--- src/rtl/tbcio_consts.svh ---
// constants of the channel b i/o control block
`ifndef TBCIO_CONSTS_SVH
`define TBCIO_CONSTS_SVH

// register offsets on the plain register port
`define TBCIO_OFS_CH1      3'h0
`define TBCIO_OFS_CH2      3'h1
`define TBCIO_OFS_CH3      3'h2
`define TBCIO_OFS_STAT     3'h3

// reset values
`define TBCIO_IO_RST       8'h00
`define TBCIO_FIELD_RST    4'h0
`define TBCIO_STAT_RST     3'h0
`define TBCIO_BYTE_ZERO    8'h00

// position of the b field inside each i/o control register, and top bit of the status flags
`define TBCIO_B_HI         7
`define TBCIO_B_LO         4
`define TBCIO_STAT_HI      2

// bits inside the four-bit b field
`define TBCIO_F_CAP        3
`define TBCIO_F_SRC        2
`define TBCIO_F_BOTH       1
`define TBCIO_F_FALL       0

// compare match actions in the two low field bits
`define TBCIO_ACT_OFF      2'h0
`define TBCIO_ACT_LOW      2'h1
`define TBCIO_ACT_HIGH     2'h2
`define TBCIO_ACT_TGL      2'h3

// capture edge codes in the two low field bits
`define TBCIO_EDGE_RISE    2'h0
`define TBCIO_EDGE_FALL    2'h1

// prescaler code that feeds channel 4 with the undivided clock
`define TBCIO_PSC_UNDIV    3'h0

`endif

--- src/rtl/tbcio_pkg.sv ---
// types of the channel b i/o control block
package tbcio_pkg;

  // state of one channel's pin and capture logic
  typedef struct packed {
    logic lvl;       // level driven on the b pin
    logic pin_prev;  // pin sample of the last cycle
    logic cap;       // capture strobe
  } tbcio_chan_state_t;

  // state of the register file
  typedef struct packed {
    logic [2:0][7:0] io;      // i/o control registers of channels 1..3
    logic [2:0]      ld;      // field written last cycle
    logic [2:0]      stat;    // sticky capture flags
    logic [7:0]      rdata;   // read data
  } tbcio_top_state_t;

endpackage : tbcio_pkg

--- src/rtl/tbcio_chan_if.sv ---
// signals between the register file and one channel's pin logic
interface tbcio_chan_if;
  logic [3:0] field;      // b field of the i/o control register
  logic       load;       // field was written last cycle
  logic       match;      // compare match of the b general register
  logic       int_event;  // internal capture source event
  logic       pin_in;     // b pin level
  logic       pin_out;    // b pin drive level
  logic       pin_oe;     // b pin drive enable
  logic       cap;        // capture into the b general register

  modport regs (output field, load, match, int_event, pin_in,
                input  pin_out, pin_oe, cap);
  modport chan (input  field, load, match, int_event, pin_in,
                output pin_out, pin_oe, cap);
endinterface : tbcio_chan_if

--- src/rtl/tbcio_chan.sv ---
// pin and capture logic of one channel's b general register
`include "tbcio_consts.svh"

module tbcio_chan #(
  parameter int CHAN = 1
) (
  input  wire logic      clk,
  input  wire logic      rst_b,
  tbcio_chan_if.chan     ch
);

  tbcio_pkg::tbcio_chan_state_t s_reg;
  tbcio_pkg::tbcio_chan_state_t s_next;

  logic       is_cap;
  logic       cmp_en;
  logic       int_src;
  logic       rise;
  logic       fall;
  logic       pin_hit;
  logic [1:0] low2;

  // mode decode of the field
  assign is_cap  = ch.field[`TBCIO_F_CAP];
  assign low2    = ch.field[`TBCIO_F_BOTH:`TBCIO_F_FALL];
  assign cmp_en  = !is_cap && (low2 != `TBCIO_ACT_OFF);
  assign int_src = (CHAN != 2) && ch.field[`TBCIO_F_SRC];
  assign rise    = ch.pin_in && !s_reg.pin_prev;
  assign fall    = !ch.pin_in && s_reg.pin_prev;

  // edge selection for pin-sourced capture
  always_comb begin
    if (ch.field[`TBCIO_F_BOTH]) begin
      pin_hit = rise || fall;
    end else if (ch.field[`TBCIO_F_FALL]) begin
      pin_hit = fall;
    end else begin
      pin_hit = rise;
    end
  end

  // next state: pin level on load or match, capture strobe
  always_comb begin
    s_next          = s_reg;
    s_next.pin_prev = ch.pin_in;
    s_next.cap      = 1'b0;
    if (!is_cap) begin
      if (ch.load && cmp_en) begin
        s_next.lvl = ch.field[`TBCIO_F_SRC];
      end else if (ch.match) begin
        case (low2)
          `TBCIO_ACT_LOW:  s_next.lvl = 1'b0;
          `TBCIO_ACT_HIGH: s_next.lvl = 1'b1;
          `TBCIO_ACT_TGL:  s_next.lvl = !s_reg.lvl;
          default:         s_next.lvl = s_reg.lvl;
        endcase
      end
    end else begin
      s_next.cap = int_src ? ch.int_event : pin_hit;
    end
  end

  // state register
  always_ff @(posedge clk) begin
    if (!rst_b) begin
      s_reg <= '0;
    end else begin
      s_reg <= s_next;
    end
  end

  assign ch.pin_out = s_reg.lvl;
  assign ch.pin_oe  = cmp_en;
  assign ch.cap     = s_reg.cap;
endmodule // tbcio_chan

--- src/rtl/tbcio_top.sv ---
// register file and channel wiring of the channel b i/o control block
//
// Contract
// top field bit 0 selects compare; low bits pick off, low, high, toggle.
// compare with output enabled sets initial pin level from field bit two.
// top field bit 1 selects capture; low bits pick rising, falling, both edges.
// channels 1 and 3 with field 10xx capture from their own b pin.
// channel 1 with field 11xx captures on channel 0 c register event.
// channel 3 with field 11xx captures on each channel 4 count.
// channel 2 ignores field bit two; capture always from its own pin.
// channel 3 internal capture is dead when channel 4 prescaler is 000.
// after reset every field is 0000: compare with output disabled.
//
// Local design decisions: strobed register access and the address map.
`include "tbcio_consts.svh"

module tbcio_top (
  input  wire logic       clk,
  input  wire logic       rst_b,
  input  wire logic [2:0] addr,
  input  wire logic [7:0] wdata,
  input  wire logic       wr,
  input  wire logic       rd,
  output logic      [7:0] rdata,
  input  wire logic [2:0] b_match,
  input  wire logic       chan0_c_event,
  input  wire logic       chan4_count_pulse,
  input  wire logic [2:0] prescale_select,
  input  wire logic [2:0] b_pin_in,
  output logic      [2:0] b_pin_out,
  output logic      [2:0] b_pin_oe,
  output logic      [2:0] b_capture
);

  tbcio_pkg::tbcio_top_state_t s_reg;
  tbcio_pkg::tbcio_top_state_t s_next;

  logic [2:0] wr_io;
  logic [2:0] int_ev;
  logic [2:0] cap;
  logic [2:0] pin_out;
  logic [2:0] pin_oe;
  logic [2:0][3:0] fld;      // b field per channel, for the checks
  logic [2:0][1:0] fld_act;  // two low field bits per channel

  // write decode per i/o control register
  assign wr_io[0] = wr && (addr == `TBCIO_OFS_CH1);
  assign wr_io[1] = wr && (addr == `TBCIO_OFS_CH2);
  assign wr_io[2] = wr && (addr == `TBCIO_OFS_CH3);

  // internal capture sources per channel
  assign int_ev[0] = chan0_c_event;
  assign int_ev[1] = 1'b0;
  assign int_ev[2] = chan4_count_pulse
                     && (prescale_select != `TBCIO_PSC_UNDIV);

  // register file next state
  always_comb begin
    s_next       = s_reg;
    s_next.ld    = wr_io;
    s_next.rdata = `TBCIO_BYTE_ZERO;
    for (int i = 0; i < 3; i++) begin
      if (wr_io[i]) begin
        s_next.io[i] = wdata;
      end
    end
    // sticky capture flags: write one clears, a new capture wins
    if (wr && (addr == `TBCIO_OFS_STAT)) begin
      s_next.stat = s_reg.stat & ~wdata[`TBCIO_STAT_HI:0];
    end
    s_next.stat = s_next.stat | cap;
    if (rd) begin
      case (addr)
        `TBCIO_OFS_CH1:  s_next.rdata = s_reg.io[0];
        `TBCIO_OFS_CH2:  s_next.rdata = s_reg.io[1];
        `TBCIO_OFS_CH3:  s_next.rdata = s_reg.io[2];
        `TBCIO_OFS_STAT: s_next.rdata = {5'h00, s_reg.stat};
        default:         s_next.rdata = `TBCIO_BYTE_ZERO;
      endcase
    end
  end

  // state register
  always_ff @(posedge clk) begin
    if (!rst_b) begin
      s_reg.io    <= {3{`TBCIO_IO_RST}};
      s_reg.ld    <= 3'h0;
      s_reg.stat  <= `TBCIO_STAT_RST;
      s_reg.rdata <= `TBCIO_BYTE_ZERO;
    end else begin
      s_reg <= s_next;
    end
  end

  assign rdata     = s_reg.rdata;
  assign b_pin_out = pin_out;
  assign b_pin_oe  = pin_oe;
  assign b_capture = cap;

  // b fields and their two low bits, as the checks see them
  assign fld[0]     = s_reg.io[0][`TBCIO_B_HI:`TBCIO_B_LO];
  assign fld[1]     = s_reg.io[1][`TBCIO_B_HI:`TBCIO_B_LO];
  assign fld[2]     = s_reg.io[2][`TBCIO_B_HI:`TBCIO_B_LO];
  assign fld_act[0] = fld[0][`TBCIO_F_BOTH:`TBCIO_F_FALL];
  assign fld_act[1] = fld[1][`TBCIO_F_BOTH:`TBCIO_F_FALL];
  assign fld_act[2] = fld[2][`TBCIO_F_BOTH:`TBCIO_F_FALL];

  // one pin and capture unit per channel 1..3
  for (genvar g = 0; g < 3; g++) begin : g_chan
    tbcio_chan_if chif ();

    assign chif.field     = s_reg.io[g][`TBCIO_B_HI:`TBCIO_B_LO];
    assign chif.load      = s_reg.ld[g];
    assign chif.match     = b_match[g];
    assign chif.int_event = int_ev[g];
    assign chif.pin_in    = b_pin_in[g];
    assign pin_out[g]     = chif.pin_out;
    assign pin_oe[g]      = chif.pin_oe;
    assign cap[g]         = chif.cap;

    tbcio_chan #(
      .CHAN  (g + 1)
    ) u_chan (
      .clk   (clk),
      .rst_b (rst_b),
      .ch    (chif.chan)
    );
  end
endmodule // tbcio_top

--- config.mk ---
export PLATFORM = sky130hd
export DESIGN_NAME = tbcio_top
export DESIGN_NICKNAME = d
export VERILOG_FILES = /design/src/rtl/tbcio_pkg.sv /design/src/rtl/tbcio_chan_if.sv /design/src/rtl/tbcio_chan.sv /design/src/rtl/tbcio_top.sv
export VERILOG_INCLUDE_DIRS = /design/src /design/src/rtl
export SDC_FILE = /design/constraint.sdc
export NUM_CORES = 1
export LEC_CHECK = 0
export BUFFER_PORTS_ARGS = -buffer_cell sky130_fd_sc_hd__buf_2
export CORE_UTILIZATION = 49
export CTS_CLUSTER_SIZE = 30
export DETAILED_ROUTE_END_ITERATION = 12
export PLACE_DENSITY = 0.75
export SYNTH_ARGS = -nofsm -noshare
export SYNTH_HDL_FRONTEND = slang
export SYNTH_SLANG_ARGS = --single-unit
--- constraint.sdc ---
create_clock -name clk -period 1.38 [get_ports clk]
set_clock_uncertainty 0.1 [all_clocks]
set_input_delay 0.207 -clock clk [delete_from_list [all_inputs] [get_ports clk]]
set_output_delay 0.207 -clock clk [all_outputs]
set_load 0.01 [all_outputs]
== Word-level counts from Yosys, hierarchy flattened ==
Index checks and enable logic that the tools add are counted.
Operators by class
  eq/ne operators: 12
  muxes and demuxes: 19
  bitwise operators: 6
  reductions and logical operators: 50
Operators by type and width (number)
  8-bit case mux with 4 select lines: 1
  1-bit logical AND: 17
  1-bit two-way mux: 14
  2-bit equality test (second input constant): 6
  1-bit zero test: 12
  2-bit nonzero test: 6
  4-bit nonzero test: 3
  1-bit case mux with 3 select lines: 3
  3-bit AND reduction: 3
  2-bit AND reduction: 4
  2-bit by 1-bit equality test with 1-bit output (second input constant): 3
  3-bit by 2-bit equality test with 1-bit output (second input constant): 2
  3-bit AND: 1
  3-bit by 1-bit equality test with 1-bit output (second input constant): 1
  3-bit zero test: 1
  1-bit logical OR: 3
  3-bit two-way mux: 1
  1-bit NOT: 3
  3-bit NOT: 1
  3-bit OR: 1
  3-bit nonzero test: 1
Word-level totals
  bits in registers: 47
  bits of input ports: 26
  output and inout port bits: 17
  word-level logic and storage cells: 102

== Longest topological paths before layout ==
  depth after elaboration: 5
  gate-level depth with buffers: 5
  gate-level depth less buffers: 5

== By module ==
From an unflattened synthesis, not the netlist that was laid out.
Unflattened totals
  cells, all modules: 237
  area, all modules: 2283.4 µm²
Modules (own cells, without submodules)
  tbcio_top: times used 1, cells each 169, area each 1706.6 µm², seq. area each 760.7 µm²
  tbcio_chan (g_chan[0].u_chan ...): times used 2, cells each 23, area each 197.7 µm², seq. area each 60.1 µm²
  tbcio_chan (g_chan[1].u_chan): times used 1, cells each 22, area each 181.4 µm², seq. area each 60.1 µm²

== Worst setup path after synthesis ==
OpenSTA, ideal clock, no wires.
  path kind: in2reg
  from: input port addr[1]
  to: register s_reg, in the netlist fld[3]
  setup time: 0.115 ns
  data arrival time: 1.132 ns
  required time: 1.165 ns
  slack: 0.033 ns
  stages on the path: 5
  buffers on the path: 2
  cell sequence: or4b_1 buf_2 buf_6 nand3_2 o21ai_2
Between the ends
  cells in the longest elaborated chain, start to end: 2
RTL lines
  start, declared: RTL line tbcio_top.sv:20  | input wire logic [2:0] addr,
  3-bit zero test
  1-bit logical AND: RTL line tbcio_top.sv:47  | assign wr_io[0] = wr && (addr == `TBCIO_OFS_CH1);
  end signal, assigned: RTL line tbcio_top.sv:91  | s_reg <= s_next;
  end, declared: RTL line tbcio_top.sv:35  | tbcio_pkg::tbcio_top_state_t s_reg;
Every way passes these cells.
A chain may end at the register's enable or synchronous reset.

== Final worst setup path ==
  from: register s_reg, in the netlist fld[0]
  to: output port b_pin_oe[0]
Between the ends
  cells in the longest elaborated chain, start to end: 2
RTL lines
  2-bit nonzero test (no line)
  1-bit logical AND: RTL line tbcio_chan.sv:26  | assign cmp_en = !is_cap && (low2 != `TBCIO_ACT_OFF);
  end, declared: RTL line tbcio_top.sv:31  | output logic [2:0] b_pin_oe,
Every way passes these cells.

==> impl_metrics.py <==
metrics = {
    "outcome": {
        "status": "complete, no violations",
    },
    "sta": {
        "holdWs_ps": 19.09,
        "finalSetupViolCount": 0,
        "fin_ws_ps": 2.803,
        "finalCritPeriodShare_pct": 99.80,
        "rsz0062_at_grt": "yes",
        "fmax_ghz": 0.7261,
        "hold_viol": 0,
        "worst_pin_slew_ps": 458.5,
        "period_minus_slack_ps": 1377,
        "slew_violations": 0,
        "max_slew_margin_pct": 69.40,
    },
    "synthesis": {
        "synth_area_per_cell_um2": 9.403,
        "synth_top_family_by_area": "simple AND/OR/NAND/NOR gates",
        "synth-main-ff-cell": "dfxtp_1",
        "synth-simple-area-share_pct": 16.44,
        "synthesis.area_mm2": 0.002153,
        "synthMuxAreaShare_pct": 10.17,
        "synth_fa_ha_area_share_pct": 3.486,
        "syn_nets": 261,
        "synth_xor_xnor_area_share_pct": 0,
        "synth_seq_cells": 47,
        "yosys_warnings": 0,
        "ys_seq_area_share_pct": 43.70,
        "synth-edff-count": 0,
        "syn_inst": 229,
        "synthArstFlopShare_pct": 0,
        "synth_compound_gate_area_share_pct": 15.28,
        "synth_cell_types": 38,
    },
    "clock_tree": {
        "htreeDepth": 2,
        "cts_sinks": 47,
        "cts.clk_slew.worst_paths_ps": 90,
        "cts.path.max_buffers": 2,
        "cts_made_buffers": 5,
        "cts_tree": "yes",
        "clk_latency_ps": 310,
        "holdBufCountCts": 0,
        "root_buffer": "clkbuf_8",
    },
    "placed_design": {
        "dpl.hpwl_um": 3137,
        "dp_slack_ps": -75.58,
        "io_buffers": 42,
        "place.gp.congestion": 0.7649,
    },
    "critical_path": {
        "cp-startpoint": "fld[0]$_SDFFE_PN0P_",
        "arrival_ps": 1070,
        "cp-start-kind": "register",
        "setup.worst_path.end": "b_pin_oe[0]",
        "r2r-start": "fld[0]$_SDFFE_PN0P_",
        "rr_endpoint": "g_chan[0].u_chan.ch.cap$_SDFF_PN0_",
        "end_kind": "output pin",
        "cp.required_ps": 1070,
        "worstPathMaxFanout": 3,
        "path_class": "register to output pin",
        "worst-r2r-cell-count": 4,
        "r2r_setup_slack_ps": 20,
    },
    "layout": {
        "diodes": 0,
        "drive_gt1_share_pct": 34.33,
        "largest_reg_flops": 15,
        "layout_common_cells": "dfxtp_1, buf_2, nor2_1",
        "fin_util_pct": 61.36,
        "nets": 299,
        "syn2layout_area_growth_pct": 17.26,
    },
    "floorplan": {
        "coreArea_mm2": 0.004115,
        "die_w_um": 68.29,
        "ioPinCount": 43,
        "die-area_mm2": 0.004664,
        "rows": 23,
        "die_h_um": 68.29,
        "initial_core_util_pct": 52.33,
    },
    "routing": {
        "highest_layer": "met4",
        "drtIter0Drc": 62,
        "wire_per_inst_um": 13.43,
        "met1_length_um": 2114,
        "first_pass_iters": 4,
        "drt_wl_total_um": 4271,
        "wl_met3_um": 196,
        "met2_length_um": 1884,
        "drc_errors": 0,
        "via_count": 1682,
        "final_antenna_net_count": 0,
        "vias_per_cell": 5.289,
    },
    "min_path": {
        "hold_class": "input port to register",
        "whs_path_depth": 2,
    },
    "grt": {
        "grt_use_total_pct": 21.27,
        "first_global_vias": 1562,
        "antenna_found_initial": 0,
        "grt_max_degree": 18,
        "grt_remaining_overflow": 0,
        "grt_pass1_wl_um": 7134,
    },
    "power": {
        "p_leak_nw": 1.097,
        "powerDensity_mw_per_mm2": 1014,
        "ir_drop_uv": 585.9,
        "finalPower_w": 0.002561,
    },
    "run": {
        "drv_cap": 0,
    },
}
-- final cells by class --
| type | count | area [um2] |
|---|---|---|
| inverter | 13 | 48.80 |
| tap | 50 | 62.56 |
| sequential | 47 | 947.2 |
| clock inverter | 1 | 7.507 |
| multi-input combinational | 140 | 1013 |
| timing repair buffer | 60 | 349.1 |
| fill | 367 | 1590 |
| clock buffer | 7 | 96.34 |
-- report_power, final --
group | leakage (nW) | switching (W) | total, W | internal, W
combinational | 0.664 | 0.000128 | 0.000245 | 0.000118
sequential | 0.383 | 0.0000205 | 0.00140 | 0.00138
clock | 0.0505 | 0.000458 | 0.000914 | 0.000456
total | 1.10 | 0.000606 | 0.00256 | 0.00195
-- routing by layer --
layer	up-vias	track usage [%]
li1	855	-
met3	7	4.667
met4	0	9.375
met2	44	32.72
met1	776	28.29
met5	-	0
-- Yosys cell counts (3+ instances only) --
cell	n	area [um2]
mux2i_1	14	140.1
o21ai_0	11	55.05
a31oi_1	3	18.77
nor2b_1	8	50.05
nor2_1	26	97.59
buf_4	17	127.6
dfxtp_1	47	940.9
ha_1	6	75.07
nand3_1	16	80.08
mux4_2	3	67.56
buf_2	5	25.02
o21ai_2	8	70.07
nand2_1	13	48.80
inv_1	13	48.80
a211oi_1	3	22.52
a2bb2oi_1	5	43.79
clkbuf_1	4	15.01
-- through the flow --
stage | TNS (ps) | cells | instance area, um2
after floorplan | 0 | 229 | 2153
after global placement | -543.4 | 308 | 2366
after detailed placement | -920.8 | 308 | 2366
after CTS | -0.6400 | 318 | 2506
after global routing | -90.18 | 318 | 2525
final | 0 | 318 | 2525
-- worst max-delay path: stages, from the launching register on --
cell and delay, ps:
dfxtp_2 350, buf_6 120, o21bai_4 120, inv_1 50, buf_2 130
-- timing repair --
action                                 CTS  global route
endpoints found under the hold margin    0             0
setup buffers                            2             0
setup endpoints to repair                3             4
pin swaps                                1             0
resized for setup                        7             5
-- how the worst min path moves through the flow --
stage                                       to  startpoint  slack, ps
after floorplan           s_reg[10]$_SDFF_PN0_    wdata[2]        210
after global placement    s_reg[10]$_SDFF_PN0_    wdata[2]        330
after detailed placement  s_reg[10]$_SDFF_PN0_    wdata[2]        340
after CTS                 s_reg[10]$_SDFF_PN0_    wdata[2]         10
after global routing      s_reg[10]$_SDFF_PN0_    wdata[2]         20
final                     s_reg[10]$_SDFF_PN0_    wdata[2]         20
-- kinds of logic (layout without fill, tap and decap cells) --
group | after synthesis | count (layout)
adder cells (fa/ha/maj) | 6 | 6
AO/OA/AOI/OAI | 44 | 44
flip-flops | 47 | 47
AND/OR/NAND/NOR | 72 | 72
buffers and inverters | 42 | 81
multiplexers | 18 | 18
Power figures use the tool's default switching activity.
